### config.mk
export PLATFORM = sky130hd
export DESIGN_NAME = adc_config_register_bank
export DESIGN_NICKNAME = d
export VERILOG_FILES = /design/src/rtl/adc_regs_pkg.sv /design/src/rtl/adc_config_register_bank.sv
export SDC_FILE = /design/constraint.sdc
export NUM_CORES = 1
export LEC_CHECK = 0
export BUFFER_PORTS_ARGS = -buffer_cell sky130_fd_sc_hd__buf_4
export CORE_AREA = 8 8 96 98
export DETAILED_ROUTE_END_ITERATION = 7
export DIE_AREA = 0 0 104 106
export PLACE_DENSITY = 0.85
export SKIP_LAST_GASP = 1
export SLEW_MARGIN = 20
export SYNTH_ARGS = -nofsm -noshare
export SYNTH_HDL_FRONTEND = slang
export SYNTH_SLANG_ARGS = --single-unit
### constraint.sdc
create_clock -name clk -period 4.25 [get_ports clk]
set_input_delay 0.425 -clock clk [delete_from_list [all_inputs] [get_ports clk]]
set_output_delay 0.425 -clock clk [all_outputs]
set_load 0.005 [all_outputs]
### src/rtl/adc_regs_pkg.sv
// register map package for the adc configuration register bank
// assumes a byte-wide register port driven by the serial command decoder
package adc_regs_pkg;

  // ==========================================
  // addresses
  localparam logic [2:0] addr_identity = 3'h0;
  localparam logic [2:0] addr_configuration = 3'h1;
  localparam logic [2:0] addr_offset_low = 3'h2;
  localparam logic [2:0] addr_offset_mid = 3'h3;
  localparam logic [2:0] addr_offset_high = 3'h4;
  localparam logic [2:0] addr_gain_low = 3'h5;
  localparam logic [2:0] addr_gain_high = 3'h6;
  localparam logic [2:0] addr_pin_settings = 3'h7;

  // ==========================================
  // field positions of the configuration register
  localparam int gain_correction_enable_bit = 5;
  localparam int offset_correction_enable_bit = 4;
  localparam int idle_timeout_length_select_bit = 3;
  localparam int serial_idle_timeout_enable_bit = 2;
  localparam int status_byte_disable_bit = 1;
  localparam int status_crc_width_select_bit = 0;
  localparam logic [7:0] configuration_writable_mask = 8'h3f;

  // ==========================================
  // reset values
  localparam logic [7:0] configuration_reset = 8'h00;
  localparam logic [7:0] offset_byte_reset = 8'h00;
  localparam logic [7:0] gain_low_reset = 8'h00;
  localparam logic [7:0] gain_high_reset = 8'h80;

  // ==========================================
  // timeout lengths in master clock periods
  localparam logic [16:0] idle_timeout_long_cycles = 17'h1_0000;
  localparam logic [16:0] idle_timeout_short_cycles = 17'h0_4000;

  // ==========================================
  // pin encodings
  localparam logic format_spi = 1'b0;
  localparam logic format_frame_sync = 1'b1;

  typedef enum logic [1:0] {
    filter_wideband_one,
    filter_wideband_two,
    filter_low_latency,
    filter_reserved
  } filter_type;

  typedef struct packed {
    logic high_resolution_pin_state;
    logic [1:0] oversampling_ratio_pin_state;
    filter_type filter_pin_state;
    logic interface_format_pin_state;
    logic frame_role_pin_state;
  } pin_settings_type;

  typedef struct packed {
    logic write;
    logic read;
    logic [2:0] addr;
    logic [7:0] wdata;
  } reg_request_type;

  typedef struct packed {
    logic gain_correction_enable;
    logic offset_correction_enable;
    logic [16:0] idle_timeout_cycles;
    logic serial_idle_timeout_enable;
    logic status_byte_disable;
    logic status_crc_width_select;
    logic [23:0] offset_correction_value;
    logic [15:0] gain_correction_value;
  } adc_controls_type;

endpackage

### src/rtl/adc_config_register_bank.sv
// register bank of the delta-sigma adc: identity, configuration, correction values, pin mirror
// assumes one-cycle read or write strobes from the serial command decoder, synchronous to clk
`timescale 1ns/100ps
module adc_config_register_bank #(
  // arbitrary value, not a real part code
  parameter logic [4:0] silicon_revision_field = 5'h01,
  // arbitrary value, not a real part code
  parameter logic [2:0] family_code_field = 3'h5
) (
  // clock and reset
  input wire logic clk,
  input wire logic rst,
  // register port from the command decoder
  input wire adc_regs_pkg::reg_request_type request,
  output logic [7:0] rdata,
  output logic rvalid,
  // hardware mode pins
  input wire adc_regs_pkg::pin_settings_type pins,
  // controls to the conversion path and serial interface
  output adc_regs_pkg::adc_controls_type controls
);

  // ==========================================
  // storage and decode nets
  wire logic [7:0] configuration;
  wire logic [7:0] offset_low;
  wire logic [7:0] offset_mid;
  wire logic [7:0] offset_high;
  wire logic [7:0] gain_low;
  wire logic [7:0] gain_high;
  wire logic [7:0] next_rdata;
  wire logic spi_mode;
  wire logic write_ok;
  wire logic read_ok;
  wire logic [7:0] identity_word;
  wire logic [7:0] pin_word;
  // one-hot address decode
  wire logic hit_identity;
  wire logic hit_configuration;
  wire logic hit_offset_low;
  wire logic hit_offset_mid;
  wire logic hit_offset_high;
  wire logic hit_gain_low;
  wire logic hit_gain_high;
  wire logic hit_pin_settings;
  // per-register write strobes
  wire logic write_configuration;
  wire logic write_offset_low;
  wire logic write_offset_mid;
  wire logic write_offset_high;
  wire logic write_gain_low;
  wire logic write_gain_high;
  // read selection terms
  wire logic [7:0] read_identity;
  wire logic [7:0] read_configuration;
  wire logic [7:0] read_offset_low;
  wire logic [7:0] read_offset_mid;
  wire logic [7:0] read_offset_high;
  wire logic [7:0] read_gain_low;
  wire logic [7:0] read_gain_high;
  wire logic [7:0] read_pin_settings;
  // control output terms
  wire logic next_gain_correction_enable;
  wire logic next_offset_correction_enable;
  wire logic next_serial_idle_timeout_enable;
  wire logic next_status_byte_disable;
  wire logic next_status_crc_width_select;
  wire logic [16:0] next_idle_timeout_cycles;
  wire logic [23:0] next_offset_correction_value;
  wire logic [15:0] next_gain_correction_value;
  wire adc_regs_pkg::adc_controls_type next_controls;

  // ==========================================
  // access gating
  // frame-sync modes close the register port entirely
  assign spi_mode = (pins.interface_format_pin_state == adc_regs_pkg::format_spi);
  assign write_ok = request.write & spi_mode;
  assign read_ok = request.read & spi_mode;

  // ==========================================
  // address decode
  assign hit_identity = (request.addr == adc_regs_pkg::addr_identity);
  assign hit_configuration = (request.addr == adc_regs_pkg::addr_configuration);
  assign hit_offset_low = (request.addr == adc_regs_pkg::addr_offset_low);
  assign hit_offset_mid = (request.addr == adc_regs_pkg::addr_offset_mid);
  assign hit_offset_high = (request.addr == adc_regs_pkg::addr_offset_high);
  assign hit_gain_low = (request.addr == adc_regs_pkg::addr_gain_low);
  assign hit_gain_high = (request.addr == adc_regs_pkg::addr_gain_high);
  assign hit_pin_settings = (request.addr == adc_regs_pkg::addr_pin_settings);

  // read-only addresses get no strobe, so a write there has no effect
  assign write_configuration = write_ok & hit_configuration;
  assign write_offset_low = write_ok & hit_offset_low;
  assign write_offset_mid = write_ok & hit_offset_mid;
  assign write_offset_high = write_ok & hit_offset_high;
  assign write_gain_low = write_ok & hit_gain_low;
  assign write_gain_high = write_ok & hit_gain_high;

  // ==========================================
  // read-only words
  assign identity_word = {silicon_revision_field, family_code_field};
  // filter code passes through as-is, reserved code included
  assign pin_word = {
    1'b0,
    pins.high_resolution_pin_state,
    pins.oversampling_ratio_pin_state,
    pins.filter_pin_state,
    pins.interface_format_pin_state,
    pins.frame_role_pin_state
  };

  // ==========================================
  // configuration register
  // top bits held at zero by the mask, so a stray write cannot set them
  adc_byte_register #(
    .reset_value(adc_regs_pkg::configuration_reset),
    .writable_mask(adc_regs_pkg::configuration_writable_mask)
  ) configuration_reg (
    // clock and reset
    .clk(clk),
    .rst(rst),
    // write port
    .write_strobe(write_configuration),
    .write_value(request.wdata),
    // stored byte
    .value(configuration)
  );

  // ==========================================
  // offset correction bytes, written independently
  adc_byte_register #(
    .reset_value(adc_regs_pkg::offset_byte_reset),
    .writable_mask(8'hff)
  ) offset_low_reg (
    // clock and reset
    .clk(clk),
    .rst(rst),
    // write port
    .write_strobe(write_offset_low),
    .write_value(request.wdata),
    // stored byte
    .value(offset_low)
  );

  adc_byte_register #(
    .reset_value(adc_regs_pkg::offset_byte_reset),
    .writable_mask(8'hff)
  ) offset_mid_reg (
    // clock and reset
    .clk(clk),
    .rst(rst),
    // write port
    .write_strobe(write_offset_mid),
    .write_value(request.wdata),
    // stored byte
    .value(offset_mid)
  );

  adc_byte_register #(
    .reset_value(adc_regs_pkg::offset_byte_reset),
    .writable_mask(8'hff)
  ) offset_high_reg (
    // clock and reset
    .clk(clk),
    .rst(rst),
    // write port
    .write_strobe(write_offset_high),
    .write_value(request.wdata),
    // stored byte
    .value(offset_high)
  );

  // ==========================================
  // gain correction bytes, no latching between halves
  adc_byte_register #(
    .reset_value(adc_regs_pkg::gain_low_reset),
    .writable_mask(8'hff)
  ) gain_low_reg (
    // clock and reset
    .clk(clk),
    .rst(rst),
    // write port
    .write_strobe(write_gain_low),
    .write_value(request.wdata),
    // stored byte
    .value(gain_low)
  );

  adc_byte_register #(
    .reset_value(adc_regs_pkg::gain_high_reset),
    .writable_mask(8'hff)
  ) gain_high_reg (
    // clock and reset
    .clk(clk),
    .rst(rst),
    // write port
    .write_strobe(write_gain_high),
    .write_value(request.wdata),
    // stored byte
    .value(gain_high)
  );

  // ==========================================
  // read selection
  assign read_identity = {8{hit_identity}} & identity_word;
  assign read_configuration = {8{hit_configuration}} & configuration;
  assign read_offset_low = {8{hit_offset_low}} & offset_low;
  assign read_offset_mid = {8{hit_offset_mid}} & offset_mid;
  assign read_offset_high = {8{hit_offset_high}} & offset_high;
  assign read_gain_low = {8{hit_gain_low}} & gain_low;
  assign read_gain_high = {8{hit_gain_high}} & gain_high;
  assign read_pin_settings = {8{hit_pin_settings}} & pin_word;
  // a read in the same cycle as a write returns the old value
  assign next_rdata = read_identity | read_configuration | read_offset_low | read_offset_mid
    | read_offset_high | read_gain_low | read_gain_high | read_pin_settings;

  // ==========================================
  // read answer
  always_ff @(posedge clk or posedge rst) begin
    if (rst) begin
      rvalid <= 1'b0;
    end else begin
      rvalid <= read_ok;
    end
  end

  // data holds until the next accepted read
  always_ff @(posedge clk or posedge rst) begin
    if (rst) begin
      rdata <= 8'h00;
    end else if (read_ok) begin
      rdata <= next_rdata;
    end
  end

  // ==========================================
  // control terms
  assign next_gain_correction_enable = configuration[adc_regs_pkg::gain_correction_enable_bit];
  assign next_offset_correction_enable = configuration[adc_regs_pkg::offset_correction_enable_bit];
  assign next_idle_timeout_cycles = configuration[adc_regs_pkg::idle_timeout_length_select_bit]
    ? adc_regs_pkg::idle_timeout_short_cycles : adc_regs_pkg::idle_timeout_long_cycles;
  assign next_serial_idle_timeout_enable = configuration[adc_regs_pkg::serial_idle_timeout_enable_bit];
  assign next_status_byte_disable = configuration[adc_regs_pkg::status_byte_disable_bit];
  assign next_status_crc_width_select = configuration[adc_regs_pkg::status_crc_width_select_bit];
  assign next_offset_correction_value = {offset_high, offset_mid, offset_low};
  assign next_gain_correction_value = {gain_high, gain_low};

  assign next_controls = '{
    gain_correction_enable: next_gain_correction_enable,
    offset_correction_enable: next_offset_correction_enable,
    idle_timeout_cycles: next_idle_timeout_cycles,
    serial_idle_timeout_enable: next_serial_idle_timeout_enable,
    status_byte_disable: next_status_byte_disable,
    status_crc_width_select: next_status_crc_width_select,
    offset_correction_value: next_offset_correction_value,
    gain_correction_value: next_gain_correction_value
  };

  // ==========================================
  // registered control outputs
  // one extra stage so every output leaves a flip-flop; controls lag a write by two edges
  always_ff @(posedge clk or posedge rst) begin
    if (rst) begin
      controls <= '0;
      controls.gain_correction_value <= {adc_regs_pkg::gain_high_reset, adc_regs_pkg::gain_low_reset};
      controls.idle_timeout_cycles <= adc_regs_pkg::idle_timeout_long_cycles;
    end else begin
      controls <= next_controls;
    end
  end

endmodule

// ==========================================
// one stored byte with a write mask
`timescale 1ns/100ps
module adc_byte_register #(
  parameter logic [7:0] reset_value = 8'h00,
  parameter logic [7:0] writable_mask = 8'hff
) (
  // clock and reset
  input wire logic clk,
  input wire logic rst,
  // write port
  input wire logic write_strobe,
  input wire logic [7:0] write_value,
  // stored byte
  output logic [7:0] value
);

  wire logic [7:0] masked_value;

  // masked bits never store a one, whatever the host sends
  assign masked_value = write_value & writable_mask;

  always_ff @(posedge clk or posedge rst) begin
    if (rst) begin
      value <= reset_value;
    end else if (write_strobe) begin
      value <= masked_value;
    end
  end

endmodule

# After elaboration in Yosys (flattened, before gate mapping)
# Cells that the tools add are included.
[word_totals] regBits=117 latch_bits=0 mem_bits_rw=0 rom_bits=0 in_bits=22 output_inout_bits=71 word_cells=48 memories=0
[op_classes] addsub=0 multipliers=0 n_div=0 n_lt_le_gt_ge=0 n_eq_ne=7 n_shift=0 n_mux=1 bitwise=23 reduce_logical=1
[ops] cell="$or 8x8->8" n=6
[ops] cell="$and 8x8->8" n=5
[ops] cell="$mux 17" n=1
[ops] cell="$eq 3x3->1 const B" n=4
[ops] cell="$and 1x1->1" n=8
[ops] cell="$and 8x6->8" n=1
[ops] cell="$and 8x7->8" n=1
[ops] cell="$or 4x8->8" n=1
[ops] cell="$eq 3x2->1 const B" n=2
[ops] cell="$eq 3x1->1 const B" n=1
[ops] cell="$logic_not 3->1" n=1
[ops] cell="$not 1->1" n=1

# Logic depth before layout (Yosys ltp)
[logic_depth] ltp_word=9 depth_mapped=6

# Hierarchy
# From an unflattened synthesis, not the netlist that was laid out.
[hier_totals] hier_cells=276 area_unflattened_um2=4127.7
[modules_own_cells] module="adc_config_register_bank" instances=1 cells_each=169 area_per_inst_um2=2175.8
[modules_own_cells] module="adc_byte_register at gain_low_reg ..." instances=4 cells_each=18 area_per_inst_um2=335.3
[modules_own_cells] module="adc_byte_register at gain_high_reg" instances=1 cells_each=18 area_per_inst_um2=336.6
[modules_own_cells] module="adc_byte_register at configuration_reg" instances=1 cells_each=17 area_per_inst_um2=274.0

# Least setup slack after synthesis
# Ideal clock, no wire load.
[synth_timing] path_type="input port to flip-flop" startpoint="input port request[10] in the netlist's numbering" endpoint="register offset_mid_reg.value[0]" t_arrival_ns=1.413 required_time_ns=4.125 slack_ns=2.712 stages=5 path_cell_list="buf_6 nor3b_4 and3_1 buf_6 mux2_2"
[synth_via] elab_chain_cells=2
[synth_lines] element="from (decl)" line_no="adc_config_register_bank.sv:14" rtl="input wire adc_regs_pkg::reg_request_type request,"
[synth_lines] element="$eq 3x2->1" line_no="adc_config_register_bank.sv:85" rtl="assign hit_offset_mid = (request.addr == adc_regs_pkg::addr_offset_mid);"
[synth_lines] element="$and 1x1->1" line_no="adc_config_register_bank.sv:94" rtl="assign write_offset_mid = write_ok & hit_offset_mid;"
[synth_lines] element="to (signal assigned)" line_no="adc_config_register_bank.sv:298" rtl="value <= reset_value;"
[synth_lines] element="to (signal assigned)" line_no="adc_config_register_bank.sv:300" rtl="value <= masked_value;"
[synth_lines] element="to (decl)" line_no="adc_config_register_bank.sv:288" rtl="output logic [7:0] value"
# Every way passes these cells.
# A chain may end at the register's enable or synchronous reset.

# Worst setup path after layout
[layout_timing] startpoint="input port request[10] in the netlist's numbering" endpoint="register offset_mid_reg.value[6]"
# The elaborated chain is that of the path after synthesis.

==> metrics.md <==
| Metric | Value |
|---|---|
| Antenna Violating Nets Remaining | 0 |
| Yosys warns | 0 |
| DPL Wire Length | 5851 µm |
| Final Hold Viols | 0 |
| # nets final | 374 |
| Multi-input gate area | 0.001195 mm² |
| Clock edge transition at the registers on the reported setup and hold paths | 90 ps |
| Antenna violations before repair | 0 |
| Slew Viols, Final | 0 |
| Drt wl/cell | 18.02 µm |
| PwrDens | 501.5 mW/mm² |
| Die area | 0.01102 mm² |
| Worst setup path category | in -> reg |
| Actual slew at the worst max-slew pin | 783.8 ps |
| Root Driver | clkbuf_8 |
| Clk_lat worst skew | 370 ps |
| # DRC | 0 |
| GRT Util Overall | 15.50% |
| H-tree levels | 3 |
| Synthesized area per cell | 14.33 µm² |
| Largest cells by area after synthesis | dfrtp_1 63%, mux2_2 13%, mux2i_1 3.8% |
| Gr ovfl total | 0 |
| Global-route wire length before repair | 13,360 µm |
| Leak | 0.002249 µW |
| Final setup fails | 0 |
| Clk buf depth | 2 |
| Final Skew | 9.071 ps |
| Num rows | 33 |
| F_max | 661.3 MHz |
| # diodes | 0 |
| Min cycle time layout | 1512 ps |
| R2r endpoint | rdata[2] |
| Pre-antenna DRT Iters | 4 |
| RSZ-0062 raised after global routing | false |
| CP startpoint kind | primary input |
| Reg2reg setup slack | 2870 ps |
| Area growth from synthesis to layout | 19.47% |
| Worst vdd ir | 0.1954 mV |
| Yosys reg bits | 102 |
| Vias | 2,366 |
| Final worst path period share | 35.58% |
| Outcome | complete, no violations |
| Seq/Total Area, Yosys | 64.88% |
| Die Wd | 104 µm |
| R2r startpoint | gain_low_reg.value[2] |
| Syn Inst Count | 275 |
| Leading area contributor after synthesis | dfrtp_1 |
| Setup_tns | 0 ps |
| Finished Layout Cells | 462 |
| Number of global-route vias before repair | 2,516 |
| Post-CTS Setup Bufs | 0 |
| Vias per cell | 5.121 |
| Synth top area share | 62.88% |
| Placed cells | 446 |
| Share of cells above drive strength 1 | 43.14% |
| DRT iter0 DRCs | 111 |
| Hold_buf cts | 0 |
| Core area | 0.007845 mm² |
| Placer congestion estimate | 0.8082 |
| # fillers | 615 |
| Cell Area, Synth | 0.003940 mm² |
| Relative slew slack | 47.75% |
| Sequential Area | 0.002556 mm² |
| Synth cell types | 39 |
| Chip height | 106 µm |
| Initial Util | 50.22% |
| Crit Path Max Fanout | 27 |
| Largest net degree at the start of global routing | 68 |
| Final wirelength | 8327 µm |
| Post-CTS sizing | 0 |
| # port buffers | 77 |
| Worst r2r path cells | 4 |
| Max Cap Viol | 0 |
| CTS tree | done |
| Clock sink count | 102 |
| Worst endpoint data arrival time | 1770 ps |
| CTS Buf Count | 9 |
| Tightest Hold Check Type | in -> async |
| Worst EP required | 4510 ps |
| # IOs | 93 |
| CP endpoint kind | register |
-- layout make-up --
class	count	area share, %
clock buffer	10	2.924
clock inverter	6	1.302
inverter	8	0.6911
multi-input combinational	152	25.39
sequential	102	54.31
tap	105	2.791
timing repair buffer	79	12.60
-- kinds of logic after synthesis --
family	Yosys count	synth area share, %
flip-flops	102	64.88
multiplexers	59	16.39
AND/OR/NAND/NOR	47	7.527
buffers and inverters	35	6.129
AO/OA/AOI/OAI	31	4.986
other	1	0.09518
-- worst max-delay path by stage --
stage	startpoint	end	depth (start not counted)
after floorplan	rst	configuration_reg.value[0]	1
after global placement	request[10]	offset_mid_reg.value[6]	4
after detailed placement	request[10]	offset_mid_reg.value[6]	4
after CTS	request[10]	offset_mid_reg.value[6]	4
after global routing	request[10]	offset_mid_reg.value[3]	4
final	request[10]	offset_mid_reg.value[6]	4
-- stage by stage --
stage          instance area [µm²]  util, %  hold slack, ps  power [µW]  setup slack (ps)
6_report                      4707    60.00           185.1        2361              2738
5_1_grt                       4707    60.00           262.8        2483              2705
4_1_cts                       4707    60.00           232.5        2384              2729
3_5_place_dp                  4508    57.46           364.7        1790              2346
3_3_place_gp                  4508    57.46           360.5        1772              2410
2_1_floorplan                 3993        -           353.7        1517              1154
-- synthesized netlist by cell type, drive strengths merged --
cell	instances
nand3	3
nor3b	3
mux2i	15
dfstp	3
nor2b	3
o21ai	8
nor2	21
a2111oi	1
a221oi	1
o32ai	1
a21oi	5
and3	3
o22ai	5
nand2	6
nand4b	1
clkbuf	2
nand2b	6
conb	1
o2bb2ai	2
a222oi	1
dfrtp	99
o31ai	1
nand3b	1
mux2	44
inv	8
a31oi	5
buf	25
a211oi	1
-- power by group --
part / leakage (µW) / internal [µW] / switching (µW)
clock: 0.000102 / 286 / 311
sequential: 0.00124 / 1190 / 125
combinational: 0.000908 / 268 / 178
-- flip-flops by register name (all words and copies together), names as in the netlist --
name,count
gain_high_reg.value,8
gain_low_reg.value,8
rdata,8
offset_mid_reg.value,8
rvalid,1
configuration_reg.value,6
controls,47
offset_low_reg.value,8
offset_high_reg.value,8
-- critical path: stages --
cell     delay [ps]
buf_4           230
nor3b_4         280
and3_1          440
mux2_2          390
-- routing by layer --
layer	up-vias	GRT usage (%)	part of all wire, %
li1	1070	-	-
met1	1189	18.27	41
met2	91	24.93	50
met3	16	6.534	7.3
met4	0	5.791	1.8
met5	-	0	0
-- cell usage in the layout, fill, tap and decap left out, types with 6 or more instances in the layout --
master	instances
nor2_1	18
buf_4	79
dfrtp_1	99
mux2_2	44
o21ai_0	8
mux2i_1	15
clkbuf_8	10
inv_1	6
conb_1	15
Note: power is estimated with default switching activity, not from simulation.
